**src/strap_mux_map.vh**
```
`ifndef STRAP_MUX_MAP_VH
`define STRAP_MUX_MAP_VH

// Register byte offsets on the Wishbone slave.
`define REG_CTRL 8'h00
`define REG_RATE 8'h04
`define REG_STRAP 8'h08
`define REG_IRQ_STAT 8'h0C
`define REG_IRQ_MASK 8'h10
`define REG_GENERAL 8'h14

// Strap bit positions on the shared pins.
`define STRAP_RATE_HI 2
`define STRAP_SELF_N 3
`define STRAP_TOEN_N 4
`define STRAP_TOSEL_N 5
`define STRAP_SOR_N 6
`define STRAP_IDLE_N 7

// Control field positions, same layout as status group 12.
`define CTRL_TOEN 0
`define CTRL_TOSEL_LO 1
`define CTRL_TOSEL_HI 3
`define CTRL_IDLE 4
`define CTRL_SOR 5
`define CTRL_SELF 6

// Interrupt event positions.
`define EV_LOADED 0
`define EV_TICK 1
`define EV_SELCHG 2

// Reset values.
`define CTRL_RESET 7'h00
`define GENERAL_RESET 8'h00
`define MASK_RESET 3'h0

// Timing: mclk period and timeout periods in nanoseconds.
`define CLK_PERIOD_NS 40
`define REF_PERIOD_NS 100
`define TO_SHORT_NS (200 * 4 * `REF_PERIOD_NS)
`define TO_LONG_NS (200 * 65536 * `REF_PERIOD_NS)
`define TO_SHORT_CYCLES (`TO_SHORT_NS / `CLK_PERIOD_NS)
`define TO_LONG_CYCLES (`TO_LONG_NS / `CLK_PERIOD_NS)

`endif

```
**src/pin_sync.v**
```verilog
`timescale 1ns/10ps
`default_nettype none

module pin_sync #(
   parameter WIDTH = 8
) (
   input wire mclk,
   input wire rst,
   input wire [WIDTH-1:0] asyncIn,
   output wire [WIDTH-1:0] syncOut
);

   reg [WIDTH-1:0] stage1_q;
   reg [WIDTH-1:0] stage2_q;

   // Two flops; only the second stage is visible outside.
   always @(posedge mclk or posedge rst) begin
      if (rst) begin
         stage1_q <= {WIDTH{1'b0}};
         stage2_q <= {WIDTH{1'b0}};
      end else begin
         stage1_q <= asyncIn;
         stage2_q <= stage1_q;
      end
   end

   assign syncOut = stage2_q;

endmodule // pin_sync

`default_nettype wire

```
**src/timeout_ticker.v**
```verilog
`timescale 1ns/10ps
`default_nettype none

module timeout_ticker #(
   parameter CW = 25,
   parameter SHORT_CYCLES = 2000,
   parameter LONG_CYCLES = 32768000
) (
   input wire mclk,
   input wire rst,
   input wire enable,
   input wire useShort,
   output reg tick
);

   reg [CW-1:0] count_q;
   reg shortSeen_q;
   wire [31:0] countWide;
   wire [31:0] limit;
   wire restart;

   assign countWide = {{(32-CW){1'b0}}, count_q};
   assign limit = useShort ? SHORT_CYCLES - 1 : LONG_CYCLES - 1;
   // A period change restarts the count so no stale long count leaks out.
   assign restart = !enable || (useShort != shortSeen_q);

   // Free count of whole periods; the tick is one cycle wide.
   always @(posedge mclk or posedge rst) begin
      if (rst) begin
         count_q <= {CW{1'b0}};
         shortSeen_q <= 1'b0;
         tick <= 1'b0;
      end else begin
         shortSeen_q <= useShort;
         tick <= 1'b0;
         if (restart) begin
            count_q <= {CW{1'b0}};
         end else if (countWide >= limit) begin
            count_q <= {CW{1'b0}};
            tick <= 1'b1;
         end else begin
            count_q <= count_q + 1'b1;
         end
      end
   end

endmodule // timeout_ticker

`default_nettype wire

```
**src/power_on_strap_status_mux.v**
```verilog
// Chosen here: the placing of the registers and the Wishbone slave port.
`timescale 1ns/10ps
`default_nettype none
`include "strap_mux_map.vh"

module power_on_strap_status_mux #(
   parameter LONG_TIMEOUT_CYCLES = `TO_LONG_CYCLES
) (
   input wire mclk,
   input wire rst,
   input wire wbCyc,
   input wire wbStb,
   input wire wbWe,
   input wire [7:0] wbAdr,
   input wire [3:0] wbSel,
   input wire [31:0] wbDatW,
   output reg [31:0] wbDatR,
   output reg wbAck,
   input wire [7:0] pinIn,
   output reg [7:0] pinOut,
   output reg [7:0] pinOe,
   input wire [3:0] statusSelect,
   input wire [2:0] clockMultiplierSelect,
   input wire [7:0] statusCfgPort,
   input wire [63:0] statusLinkPorts,
   input wire [15:0] statusExtPorts,
   input wire [7:0] statusDiscovery,
   input wire [7:0] statusErrorSummary,
   input wire [7:0] statusTimeCode,
   output reg [2:0] txRateCode,
   output reg [3:0] txRateDivisor,
   output reg [2:0] pllSelect,
   output reg selfAddrEn,
   output reg timeoutEn,
   output reg timeoutShort,
   output reg startOnReqEn,
   output reg idleShutdownEn,
   output reg strapsLoaded,
   output wire timeoutTick,
   output reg irq
);

   // Start-up sequence states.
   localparam [1:0] ST_SYNC1 = 2'b00;
   localparam [1:0] ST_SYNC2 = 2'b01;
   localparam [1:0] ST_LOAD = 2'b10;
   localparam [1:0] ST_RUN = 2'b11;

   reg [1:0] state_q;
   reg [1:0] state_d;
   reg [7:0] strap_q;
   reg [6:0] ctrl_q;
   reg [7:0] general_q;
   reg [2:0] irqStat_q;
   reg [2:0] irqStat_d;
   reg [2:0] irqMask_q;
   reg [3:0] selPrev_q;
   reg loadPulse_q;
   reg [31:0] readData_d;
   reg [7:0] statusNext;
   wire [14:0] syncedPins;
   wire [7:0] strapSync;
   wire [2:0] multSync;
   wire [3:0] selSync;
   wire busReq;
   wire busWrite;
   wire [2:0] events;
   wire [2:0] w1cMask;
   wire [7:0] ctrlMerged;

   // Picks the low byte of a write word, honouring its lane select.
   function [7:0] laneMerge;
      input [7:0] oldVal;
      input [31:0] data;
      input [3:0] sel;
      begin
         laneMerge = sel[0] ? data[7:0] : oldVal;
      end
   endfunction

   // Status group decode; link and external groups are 8-bit slices.
   function [7:0] statusGroup;
      input [3:0] sel;
      input [7:0] cfg;
      input [63:0] links;
      input [15:0] ext;
      input [7:0] disc;
      input [7:0] ctrl;
      input [7:0] errs;
      input [7:0] tcode;
      input [7:0] gen;
      begin
         case (sel)
            4'h0: statusGroup = cfg;
            4'h1: statusGroup = links[7:0];
            4'h2: statusGroup = links[15:8];
            4'h3: statusGroup = links[23:16];
            4'h4: statusGroup = links[31:24];
            4'h5: statusGroup = links[39:32];
            4'h6: statusGroup = links[47:40];
            4'h7: statusGroup = links[55:48];
            4'h8: statusGroup = links[63:56];
            4'h9: statusGroup = ext[7:0];
            4'hA: statusGroup = ext[15:8];
            4'hB: statusGroup = disc;
            4'hC: statusGroup = ctrl;
            4'hD: statusGroup = errs;
            4'hE: statusGroup = tcode;
            4'hF: statusGroup = gen;
            default: statusGroup = 8'h00;
         endcase
      end
   endfunction

   // All pins cross into mclk through two flops before any logic.
   pin_sync #(
      .WIDTH(15)
   ) u_pinSync (
      .mclk(mclk),
      .rst(rst),
      .asyncIn({statusSelect, clockMultiplierSelect, pinIn}),
      .syncOut(syncedPins)
   );

   assign strapSync = syncedPins[7:0];
   assign multSync = syncedPins[10:8];
   assign selSync = syncedPins[14:11];

   // Period clock for port timeouts and silence detection.
   // period by strap
   timeout_ticker #(
      .CW(25),
      .SHORT_CYCLES(`TO_SHORT_CYCLES),
      .LONG_CYCLES(LONG_TIMEOUT_CYCLES)
   ) u_ticker (
      .mclk(mclk),
      .rst(rst),
      .enable(timeoutEn),
      .useShort(timeoutShort),
      .tick(timeoutTick)
   );

   // Start-up walks two sync cycles, one load cycle, then runs.
   // The board must hold straps through the load edge, which is
   // the third edge after release; pull resistors make that trivial.
   // hold window
   always @* begin
      case (state_q)
         ST_SYNC1: state_d = ST_SYNC2;
         ST_SYNC2: state_d = ST_LOAD;
         ST_LOAD: state_d = ST_RUN;
         ST_RUN: state_d = ST_RUN;
         default: state_d = ST_RUN;
      endcase
   end

   always @(posedge mclk or posedge rst) begin
      if (rst) begin
         state_q <= ST_SYNC1;
      end else begin
         state_q <= state_d;
      end
   end

   // Pins are released as inputs under reset and until the load edge.
   // undriven until run
   always @(posedge mclk or posedge rst) begin
      if (rst) begin
         pinOe <= 8'h00;
      end else if (state_q == ST_LOAD) begin
         pinOe <= 8'hFF;
      end
   end

   // Straps and multiplier are snapshotted once, on the load edge only.
   // Anything seen on the pins later is our own drive and is ignored.
   // load once
   always @(posedge mclk or posedge rst) begin
      if (rst) begin
         strap_q <= 8'h00;
         pllSelect <= 3'h0;
         loadPulse_q <= 1'b0;
         strapsLoaded <= 1'b0;
      end else begin
         loadPulse_q <= (state_q == ST_LOAD);
         if (state_q == ST_LOAD) begin
            strap_q <= strapSync;
            pllSelect <= multSync;
            strapsLoaded <= 1'b1;
         end
      end
   end

   // Bus request qualifiers; the merged control byte is cut back to the
   // seven bits that exist, so bit 7 of a write is dropped on purpose.
   assign busReq = wbCyc && wbStb && !wbAck;
   assign busWrite = busReq && wbWe;
   assign ctrlMerged = laneMerge({1'b0, ctrl_q}, wbDatW, wbSel);

   // Control register: strap defaults at load, software edits after.
   always @(posedge mclk or posedge rst) begin
      if (rst) begin
         ctrl_q <= `CTRL_RESET;
      end else if (state_q == ST_LOAD) begin
         ctrl_q[`CTRL_TOEN] <= !strapSync[`STRAP_TOEN_N];
         ctrl_q[`CTRL_TOSEL_HI:`CTRL_TOSEL_LO] <=
            {2'b00, strapSync[`STRAP_TOSEL_N]};
         ctrl_q[`CTRL_IDLE] <= !strapSync[`STRAP_IDLE_N];
         ctrl_q[`CTRL_SOR] <= !strapSync[`STRAP_SOR_N];
         ctrl_q[`CTRL_SELF] <= !strapSync[`STRAP_SELF_N];
      end else if (busWrite && wbAdr == `REG_CTRL) begin
         ctrl_q <= ctrlMerged[6:0];
      end
   end

   // Control fields fan out as registered configuration outputs.
   always @(posedge mclk or posedge rst) begin
      if (rst) begin
         timeoutEn <= 1'b0;
         timeoutShort <= 1'b0;
         idleShutdownEn <= 1'b0;
         startOnReqEn <= 1'b0;
         selfAddrEn <= 1'b0;
      end else begin
         timeoutEn <= ctrl_q[`CTRL_TOEN];
         timeoutShort <= (ctrl_q[`CTRL_TOSEL_HI:`CTRL_TOSEL_LO] == 3'h1);
         idleShutdownEn <= ctrl_q[`CTRL_IDLE];
         startOnReqEn <= ctrl_q[`CTRL_SOR];
         selfAddrEn <= ctrl_q[`CTRL_SELF];
      end
   end

   // Link rate shared by all links: strapped, then overridable.
   // Divisor is 8 - code, so 111 runs at full and 000 at one eighth.
   // rate decode
   always @(posedge mclk or posedge rst) begin
      if (rst) begin
         txRateCode <= 3'h0;
         txRateDivisor <= 4'h8;
      end else if (state_q == ST_LOAD) begin
         txRateCode <= strapSync[`STRAP_RATE_HI:0];
         txRateDivisor <= 4'h8 - {1'b0, strapSync[`STRAP_RATE_HI:0]};
      end else if (busWrite && wbAdr == `REG_RATE && wbSel[0]) begin
         txRateCode <= wbDatW[2:0];
         txRateDivisor <= 4'h8 - {1'b0, wbDatW[2:0]};
      end
   end

   // General purpose byte shown on status group 15.
   always @(posedge mclk or posedge rst) begin
      if (rst) begin
         general_q <= `GENERAL_RESET;
      end else if (busWrite && wbAdr == `REG_GENERAL) begin
         general_q <= laneMerge(general_q, wbDatW, wbSel);
      end
   end

   // Status byte is recomputed and registered on every edge, so the
   // pins settle one clock after the synchronised select changes.
   // group map
   always @* begin
      statusNext = statusGroup(selSync, statusCfgPort, statusLinkPorts,
         statusExtPorts, statusDiscovery, {1'b0, ctrl_q},
         statusErrorSummary, statusTimeCode, general_q);
   end

   always @(posedge mclk or posedge rst) begin
      if (rst) begin
         pinOut <= 8'h00;
         selPrev_q <= 4'h0;
      end else begin
         pinOut <= statusNext;
         selPrev_q <= selSync;
      end
   end

   // Events: straps loaded, timeout period, status select moved.
   assign events[`EV_LOADED] = loadPulse_q;
   assign events[`EV_TICK] = timeoutTick;
   assign events[`EV_SELCHG] = (state_q == ST_RUN) && (selSync != selPrev_q);

   assign w1cMask = (busWrite && wbAdr == `REG_IRQ_STAT && wbSel[0]) ?
      wbDatW[2:0] : 3'h0;

   // Sticky status; a new event in the clearing cycle wins.
   always @* begin
      irqStat_d = (irqStat_q & ~w1cMask) | events;
   end

   always @(posedge mclk or posedge rst) begin
      if (rst) begin
         irqStat_q <= 3'h0;
         irqMask_q <= `MASK_RESET;
         irq <= 1'b0;
      end else begin
         irqStat_q <= irqStat_d;
         if (busWrite && wbAdr == `REG_IRQ_MASK && wbSel[0]) begin
            irqMask_q <= wbDatW[2:0];
         end
         irq <= |(irqStat_d & irqMask_q);
      end
   end

   // Read decode; unmapped offsets read zero and still acknowledge.
   always @* begin
      readData_d = 32'h00000000;
      case (wbAdr)
         `REG_CTRL: readData_d[6:0] = ctrl_q;
         `REG_RATE: readData_d[6:0] = {pllSelect, 1'b0, txRateCode};
         `REG_STRAP: readData_d[8:0] = {strapsLoaded, strap_q};
         `REG_IRQ_STAT: readData_d[2:0] = irqStat_q;
         `REG_IRQ_MASK: readData_d[2:0] = irqMask_q;
         `REG_GENERAL: readData_d[7:0] = general_q;
         default: readData_d = 32'h00000000;
      endcase
   end

   // Classic Wishbone: ack one cycle after the request, for one cycle.
   always @(posedge mclk or posedge rst) begin
      if (rst) begin
         wbAck <= 1'b0;
         wbDatR <= 32'h00000000;
      end else begin
         wbAck <= busReq;
         if (busReq && !wbWe) begin
            wbDatR <= readData_d;
         end
      end
   end

endmodule // power_on_strap_status_mux

`default_nettype wire

```
**config.mk**
```make
export PLATFORM = sky130hd
export DESIGN_NAME = power_on_strap_status_mux
export DESIGN_NICKNAME = d
export VERILOG_FILES = /design/src/pin_sync.v /design/src/timeout_ticker.v /design/src/power_on_strap_status_mux.v
export VERILOG_INCLUDE_DIRS = /design/src
export SDC_FILE = /design/constraint.sdc
export NUM_CORES = 1
export LEC_CHECK = 0
export BUFFER_PORTS_ARGS = -buffer_cell sky130_fd_sc_hd__buf_2
export CORE_MARGIN = 2
export CORE_UTILIZATION = 30
export CTS_CLUSTER_SIZE = 28
export DETAILED_ROUTE_END_ITERATION = 10
export GPL_TIMING_DRIVEN = 0
export PLACE_DENSITY = 0.6
export SLEW_MARGIN = 25
export SYNTH_ARGS = -nofsm -noshare
export SYNTH_HDL_FRONTEND = slang
export SYNTH_SLANG_ARGS = --single-unit
```
**constraint.sdc**
```tcl
create_clock -name mclk -period 7.6 [get_ports mclk]
set_input_delay 0 -clock mclk [delete_from_list [all_inputs] [get_ports mclk]]
set_output_delay 0 -clock mclk [all_outputs]
set_load 0.1 [all_outputs]
```
---- Word level (Yosys, flattened, before mapping) ----
Index checks and enable logic that the tools add are counted.
storage, ports and cells
  register bits after elaboration ......... 129
  logic and storage cells ................. 111
  memories kept ........................... 0
  output and inout port bits .............. 67
  memory bits (read-only) ................. 0
  RAM bits ................................ 0
  latch bits .............................. 0
  input bits .............................. 176
operators by class
  reductions and logical operators ........ 31
  $lt $le $gt $ge ......................... 1
  equality and inequality tests ........... 26
  bitwise logic cells ..................... 4
  add/sub/neg operators ................... 3
  muxes and demuxes ....................... 19
  divide/modulo/power cells ............... 0
  multiply operators ...................... 0
  shift operators ......................... 0
operators with widths
  operator                                         number
  case mux 8 bit (16 select lines)                 1
  2-to-1 mux 25 bit                                3
  == test 4 bit, second input constant             8
  greater-or-equal comparator 25 x 32 -> 1 bit     1
  adder 25 x 1 -> 25 bit, second input constant    1
  2-to-1 mux 7 bit                                 3
  case mux 3 bit (6 select lines)                  1
  == test 4 x 3 -> 1 bit, second input constant    4
  == test 8 x 4 -> 1 bit, second input constant    2
  == test 8 x 5 -> 1 bit, second input constant    2
  case mux 4 bit (4 select lines)                  1
  logical AND 1 bit                                13
  2-to-1 mux 3 bit                                 3
  == test 4 x 2 -> 1 bit, second input constant    2
  == test 8 x 3 -> 1 bit, second input constant    1
  zero test 8 bit                                  1
  2-to-1 mux 4 bit                                 2
  subtractor 4 x 3 -> 4 bit, first input constant  2
  zero test 1 bit                                  7
  bitwise AND 3 bit                                2
  case mux 2 bit (3 select lines)                  1
  nonzero test 2 bit                               3
  == test 2 bit, second input constant             2
  == test 4 x 1 -> 1 bit, second input constant    1
  other kinds (14)                                 17

---- Longest topological paths before layout ----
Gate-level depths: netlist of run 1.
  depth after elaboration ................. 11
  depth in mapped cells ................... 8
  mapped depth without buffers ............ 6

---- Modules after synthesis ----
Synthesis of run 1 repeated with hierarchy kept, for this count alone.
second synthesis, totals
  cells, all modules ...................... 684
  area total of the unflattened synthesis .. 6,855.3 µm²
modules (own cells, without submodules)
  module                     area an instance (µm²)  sequential area each (µm²)  times used  cells each
  power_on_strap_status_mux  4,410.5                 1,752.9                     1           494
  timeout_ticker             1,690.4                 675.6                       1           159
  pin_sync                   754.5                   750.7                       1           31

---- Least setup slack after synthesis of run 1 ----
OpenSTA, ideal clock, no wires.
  path type ............................... reg-to-reg
  from .................................... reg timeoutShort
  to ...................................... reg u_ticker.count_q[13]
  arrival ................................. 2.782 ns
  setup time .............................. 0.072 ns
  path slack .............................. 4.746 ns
  path buffers ............................ 1
  period minus slack after synthesis ...... 2.854 ns
  cell stages (with the launch flop) ...... 8
  data required time ...................... 7.528 ns
  cell sequence ........................... dfrtp_1 > ha_1 > a2111oi_0 > o221ai_1 > a211oi_1 > o21ai_1 > buf_2 > nor2_1
on the way
  longest elaborated chain between the ends .. 4
  elaborated cells on any way between the ends .. 6
  those cells by class .................... 1 x order compare; 1 x eq/ne; 3 x mux; 1 x reduce/logical
RTL lines
  item                                          RTL line                         source
  from (decl)                                   power_on_strap_status_mux.v:35   output reg timeoutShort,
  from (signal assigned)                        power_on_strap_status_mux.v:226  timeoutShort <= (ctrl_q[`CTRL_TOSEL_HI:`CTRL_TOSEL_LO] == 3'h1);
  2-to-1 mux 25 bit                             timeout_ticker.v:23              assign limit = useShort ? SHORT_CYCLES - 1 : LONG_CYCLES - 1;
  greater-or-equal comparator 25 x 32 -> 1 bit  timeout_ticker.v:38              end else if (countWide >= limit) begin
  2-to-1 mux 25 bit                             timeout_ticker.v:38
  2-to-1 mux 25 bit *                           timeout_ticker.v:36              if (restart) begin
  to (signal assigned)                          timeout_ticker.v:37              count_q <= {CW{1'b0}};
  to (signal assigned)                          timeout_ticker.v:39              count_q <= {CW{1'b0}};
  to (signal assigned)                          timeout_ticker.v:42              count_q <= count_q + 1'b1;
  to (decl)                                     timeout_ticker.v:16              reg [CW-1:0] count_q;
Every way passes the cells marked *; elsewhere a longest branch is shown, timed or not.
A chain may end at the register's enable or synchronous reset.

---- Worst setup path after layout of run 1 ----
  from .................................... reg timeoutShort
  to ...................................... reg u_ticker.count_q[14]
The elaborated chain is that of the path after synthesis.

==> reports/metrics.csv, run 1 <==
stage,metric,value,unit
cells_and_area,fin_nets,1079,
critical_path,ff2ff_setup_slack,4.85,ns
floorplanning,die_area,23200,um2
cells_and_area,instances_no_fill,1181,
pwr,ir_worst_vdd,145,uV
drt,final_antenna_net_count,0,
cells_and_area,final_layout_size_suffix_gt1_share,34.6,%
place,dp_hpwl,16000,um
min_path,hold_depth,4,
floorplanning,row_count,54,
sta,tightest_slew,0.868,ns
floorplanning,ios,243,
synthesis,syn_inst,618,
critical_path,startpoint,timeoutShort$_DFF_PP0_,
cts,cts_root_buf,clkbuf_16,
synthesis,yosys_warnings,0,
sta,rsz0062_at_grt,no,
floorplanning,coreArea,21700,um2
sta,setup_viol,0,
global_routing,overflow,0,
drt,first_iter_violations,409,
global_routing,grt_pass1_vias,5883,
place,gp_congestion,0.906,
critical_path,reg2reg_from,timeoutShort$_DFF_PP0_,
sta,drv_slew,0,
place,io_buffers,192,
cts,cts_buffers,17,
critical_path,crit_chain,ha_1 > a2111oi_0 > o221ai_1 > a211oi_1 > o21ai_1 > buf_2 > nor2_1,
global_routing,grtUsageTotal,18.5,%
synthesis,synth_top_flop_cell,dfrtp_1,
sta,slew_headroom,40.6,%
critical_path,crit_cells,7,
sta,fin_crit,2.75,ns
cells_and_area,final_area,9010,um2
critical_path,crit_type,register to register,
synthesis,ys_types,67,
sta,fmax,0.363,GHz
floorplanning,die_y,152,um
critical_path,reg2reg_to,u_ticker.count_q[14]$_DFF_PP0_,
cts,clk_pin_slew,0.06,ns
global_routing,grt_max_degree,81,
synthesis,synth-async-reset-ratio,100,%
critical_path,worst-path-buf-inv,1,
cts,clk_path_buf_depth,2,
critical_path,crit_arrival,3.10,ns
sta,hold_viol,0,
cts,clock_sinks,127,
synthesis,synthesis.area,6590,um2
synthesis,synth_area_leader_cell,dfrtp_1,
drt,avgViaCountPerCell,4.89,
synthesis,ys_seq_elements,127,
run,maxCapViolCount,0,
cells_and_area,layout_commonest_cell,buf_2,
cts,worstSkewPairLatency,0.42,ns
critical_path,crit_end,u_ticker.count_q[14]$_DFF_PP0_,
sta,skew,0.0140,ns
synthesis,syn_area_per_cell,10.7,um2
pwr,power_per_cell_area,219,nW/um2
cells_and_area,layout_common_cells,"buf_2, dfrtp_1, nor2_1",
global_routing,antenna_found_initial,1,
cts,cts_tree,built,
critical_path,worst_path_largest_cell_delay,0.79,ns
outcome,status,completed,
global_routing,grt_pass1_wl,33500,um
critical_path,critPathTopFamily,compound AO/OA/AOI/OAI gates,
critical_path,cp.required,7.94,ns
sta,hold_slack,0.0500,ns
synthesis,synth_edf_count,0,
critical_path,crit_path_max_fanout,17,
synthesis,synth_top_cell_area_share,47.8,%
sta,tns,0,ns
critical_path,reg2reg_depth,7,
min_path,hp-class,primary input to register,
floorplanning,initial_core_util,30.4,%
pwr,total_power,0.00197,W
cells_and_area,syn_to_final_growth,36.7,%
critical_path,end_kind,register,
drt,vias,5779,
pwr,p_leak,4.20,nW
synthesis,yosysSeqAreaShare,48.2,%
floorplanning,die_w,152,um
place,place_inst,1113,
critical_path,start_kind,register,
min_path,worstHoldStart,statusLinkPorts[1],
critical_path,critical-path-slowest-cell,dfrtp_1,
place,placed_cell_area,8020,um2
sta,post-route-period-util,36.2,%
drt,drc,0,
drt,drt-total-wl,21200,um
synthesis,synth_area_leaders,"dfrtp_1, buf_4, mux2_2",
drt,avgRoutedWirePerCell,18.0,um
cts,htree_levels,4,
drt,first_pass_iters,5,
-- worst min-delay path by stage --
stage,slack (ns),to
2_1_floorplan,0.03,u_pinSync.stage1_q[0]$_DFF_PP0_
3_3_place_gp,0.11,u_pinSync.stage1_q[10]$_DFF_PP0_
6_report,0.05,pinOut[1]$_DFF_PP0_
5_1_grt,0.04,pinOut[7]$_DFF_PP0_
3_5_place_dp,0.03,u_pinSync.stage1_q[11]$_DFF_PP0_
4_1_cts,0.02,pinOut[4]$_DFF_PP0_
-- cells by family after synthesis --
family | synth area share, %
xor+xnor | 3.85
buf+inv | 6.32
flops | 48.2
mux | 10.0
simple gates | 14.8
fa+ha+maj | 3.04
other cells | 0.0569
compound gates | 13.6
-- power by group --
part / switching (W) / internal, W / total, W
clock network: 0.000294 / 0.000586 / 0.000880
logic: 0.000263 / 0.000102 / 0.000366
registers: 0.0000179 / 0.000705 / 0.000723
total: 0.000575 / 0.00139 / 0.00197
-- worst reg2reg max path, cell delays in order, from the launching register on --
cell,delay (ns)
dfrtp_1,0.79
ha_1,0.37
a2111oi_0,0.44
o221ai_1,0.21
a211oi_1,0.25
o21ai_1,0.24
buf_2,0.26
nor2_1,0.13
-- metrics by stage --
| stage | utilization, % | setup slack [ns] |
|---|---|---|
| floorplan | - | 4.22 |
| global placement | 36.8 | 2.61 |
| detailed placement | 37.0 | 4.88 |
| CTS | 41.5 | 4.82 |
| global route | 41.5 | 4.52 |
| finish | 41.5 | 4.85 |
-- synth_stat cells (9+ instances only) --
cell,number
mux2_2,22
and3_1,9
buf_2,12
nor2b_1,9
o21ai_0,17
a21oi_1,28
a22o_1,13
xor2_1,18
dfrtp_1,126
mux2i_1,21
xnor2_1,11
nor2_1,60
nand4_1,14
a22oi_1,16
clkbuf_1,12
nand3_1,20
buf_4,35
nand2_1,36
ha_1,16
-- timing repair --
item,4_1_cts,5_1_grt
hold endpoints to repair,93,0
setup endpoints to repair,0,0
gates resized for setup,0,0
setup buffers,0,0
hold buffers,35,0
-- state kept, by name (all words and copies together), names as in the netlist, 4 cells and up --
name,flops
u_ticker.count_q,25
strap_q,8
u_pinSync.syncOut,15
general_q,8
selPrev_q,4
u_pinSync.stage1_q,15
wbDatR,9
ctrl_q,7
pinOut,8
-- area by class of cell --
cell class / count / area (um2)
fill: 2129 / 12700
sequential: 127 / 3180
multi-input combinational: 441 / 3080
timing repair buffer: 228 / 1340
clock buffer: 19 / 443
buffer: 62 / 379
tap: 280 / 350
clock inverter: 13 / 193
inverter: 10 / 45.0
antenna: 1 / 2.50
-- per-layer routing --
layer / global-route usage (%) / up-vias / part of all wire [%]
met5: 0 / - / 0
met4: 4.72 / 0 / 1.3
met3: 4.72 / 18 / 5.3
met2: 28.4 / 168 / 47
met1: 26.2 / 2834 / 47
li1: - / 2759 / -
Power figures use the tool's default switching activity.
==> run 2, diff against run 1 <==
PLACE_DENSITY = 0.62   (was 0.6)
clock period = 2.3 ns   (was 7.6 ns; I/O delays follow)
==> reports/metrics.csv, run 2 (synthesized netlist as in run 1, its figures left out) <==
stage,metric,value,unit,change
pwr,p_seq_share,36.8,%,about the same
pwr,p_int,0.00458,W,+230%
critical_path,cp.required,2.60,ns,-5.34 ns
critical_path,crit_type,register to register,,
drt,drc,0,,unchanged
place,dpl_worst_slack,-0.245,ns,-5.13 ns
drt,first_iter_violations,391,,-4.4%
global_routing,grt_max_degree,31,,-62%
sta,fmax,0.454,GHz,+25%
floorplanning,coreArea,21700,um2,unchanged
sta,drv_slew,0,,unchanged
drt,final_antenna_net_count,0,,unchanged
floorplanning,ios,243,,unchanged
sta,post-route-period-util,95.9,%,+60 points
place,placed_cell_area,8100,um2,+0.94%
cts,clock_sinks,127,,unchanged
cells_and_area,layout_commonest_cell,buf_2,,
floorplanning,row_count,54,,unchanged
place,gp_congestion,0.908,,+0.23%
sta,fin_ws,0.0949,ns,-4.75 ns
pwr,p_switching,0.00192,W,+230%
run,maxCapViolCount,0,,unchanged
cells_and_area,seqCellArea,3180,um2,+0.12%
cts,clk_path_buf_depth,2,,unchanged
pwr,total_power,0.00651,W,+230%
sta,slew_headroom,43.6,%,+3.0 points
pwr,power_per_cell_area,710,nW/um2,+230%
critical_path,start_kind,register,,
critical_path,end_kind,register,,
global_routing,grt_pass1_vias,5659,,-3.8%
outcome,status,completed,,
pwr,p_leak,4.26,nW,+1.4%
pwr,ir_worst_vdd,508,uV,+250%
place,dp_hpwl,16000,um,about the same
cts,worstSkewPairLatency,0.42,ns,about the same
pwr,clkPwrFrac,44.3,%,-0.4 points
cts,htree_levels,4,,unchanged
cells_and_area,layout_common_cells,"buf_2, dfrtp_1, nor2_1",,
drt,drt-total-wl,21100,um,-0.80%
pwr,netSwitchingFraction,29.6,%,+0.35 points
critical_path,crit_path_max_fanout,10,,-7
floorplanning,initial_core_util,30.4,%,unchanged
min_path,hp-class,primary input to register,,
global_routing,grt_pass1_wl,32400,um,-3.4%
cts,cts_buffers,17,,unchanged
cts,cts_root_buf,clkbuf_16,,
cells_and_area,final_layout_size_suffix_gt1_share,36.4,%,+1.9 points
sta,skew,0.0132,ns,-0.000836 ns
drt,vias,5852,,+1.3%
sta,fin_crit,2.21,ns,-0.550 ns
cells_and_area,fin_nets,1085,,+0.56%
cells_and_area,largest_register_ffs,25,,unchanged
cells_and_area,fillers,2118,,-0.52%
drt,avgViaCountPerCell,4.92,,+0.50%
floorplanning,die_w,152,um,unchanged
place,io_buffers,192,,unchanged
floorplanning,die_area,23200,um2,unchanged
sta,tightest_slew,0.838,ns,-0.0303 ns
drt,avgRoutedWirePerCell,17.7,um,-1.5%
cts,cts_tree,built,,
cells_and_area,multiInputGateArea,3120,um2,+1.5%
drt,first_pass_iters,5,,unchanged
critical_path,crit_arrival,2.51,ns,-0.59 ns
pwr,p_comb_share,19.0,%,+0.4 points
cells_and_area,syn_to_final_growth,38.9,%,
cts,clk_pin_slew,0.06,ns,about the same
global_routing,antenna_found_initial,4,,+3
global_routing,grtUsageTotal,17.9,%,-0.62 points
cells_and_area,regMostFlops,u_ticker.count_q,,
sta,hold_viol,0,,unchanged
sta,setup_viol,0,,unchanged
cells_and_area,final_area,9160,um2,+1.6%
floorplanning,die_y,152,um,unchanged
global_routing,overflow,0,,unchanged
==> run 2: power by group through the flow <==
stage / registers, W / clock network [W] / logic (W)
global placement: 0.00243 / 0 / 0.00115
CTS: 0.00239 / 0.00293 / 0.00123
floorplan: 0.00277 / 0 / 0.000493
detailed placement: 0.00243 / 0 / 0.00117
finish: 0.00239 / 0.00288 / 0.00123
global route: 0.00240 / 0.00305 / 0.00130
==> run 2: critical path: stages (launching register included) <==
cell and delay (ns):
dfrtp_1 0.36, buf_2 0.25, clkbuf_1 0.36, clkbuf_2 0.36, a21oi_1 0.08, a31oi_1 0.29, o2111ai_1 0.18, o22a_1 0.20
==> run 2: area by class of cell <==
class | count | area share [%]
plain buffers | 61 | 4.21
clock inverters | 11 | 1.76
well taps | 280 | 3.83
multi-input cells | 441 | 34.1
clock buffers | 21 | 5.14
inverters | 10 | 0.465
flip-flops and latches | 127 | 34.8
repair buffers | 235 | 15.6
diodes | 4 | 0.109
==> run 2: through the flow <==
stage | hold slack, ns | cells | util (%) | TNS (ns)
finish | 0.0451 | 1190 | 42.2 | 0
floorplan | 0.0314 | 640 | - | -0.848
global placement | 0.110 | 1112 | 36.9 | -22.31
CTS | 0.0227 | 1185 | 42.1 | 0
global route | 0.0343 | 1190 | 42.2 | -0.00917
detailed placement | 0.0441 | 1116 | 37.3 | -2.35
==> run 2: final timing paths <==
path / startpoint / endpoint / slack (ns) / depth (start not counted)
max in group asynchronous: rst / general_q[3]$_DFFE_PP0P_ / 1.40 / 5
min in group asynchronous: rst / u_ticker.count_q[20]$_DFF_PP0_ / 0.15 / 3
worst min-delay path: statusLinkPorts[36] / pinOut[4]$_DFF_PP0_ / 0.05 / 4
worst max-delay path: u_pinSync.syncOut[14]$_DFF_PP0_ / pinOut[7]$_DFF_PP0_ / 0.09 / 7
worst max register to register: u_pinSync.syncOut[14]$_DFF_PP0_ / pinOut[7]$_DFF_PP0_ / 0.09 / 7
worst min register to register: u_pinSync.stage1_q[10]$_DFF_PP0_ / u_pinSync.syncOut[10]$_DFF_PP0_ / 0.34 / 0
==> run 2: what timing repair did <==
action / CTS / global route
buffers inserted: 3 / 1
endpoints found under the hold margin: 114 / 0
hold buffers: 35 / 0
pin swaps: 2 / 2
setup endpoints to repair: 23 / 23
gates resized for setup: 10 / 5
==> run 2: per-layer routing <==
metal	routed length (um)	up-vias	GRT usage, %
met5	0	-	0
met4	456	0	6.28
met3	1140	31	4.32
met2	9760	206	27.1
met1	9710	2845	25.1
li1	-	2770	-
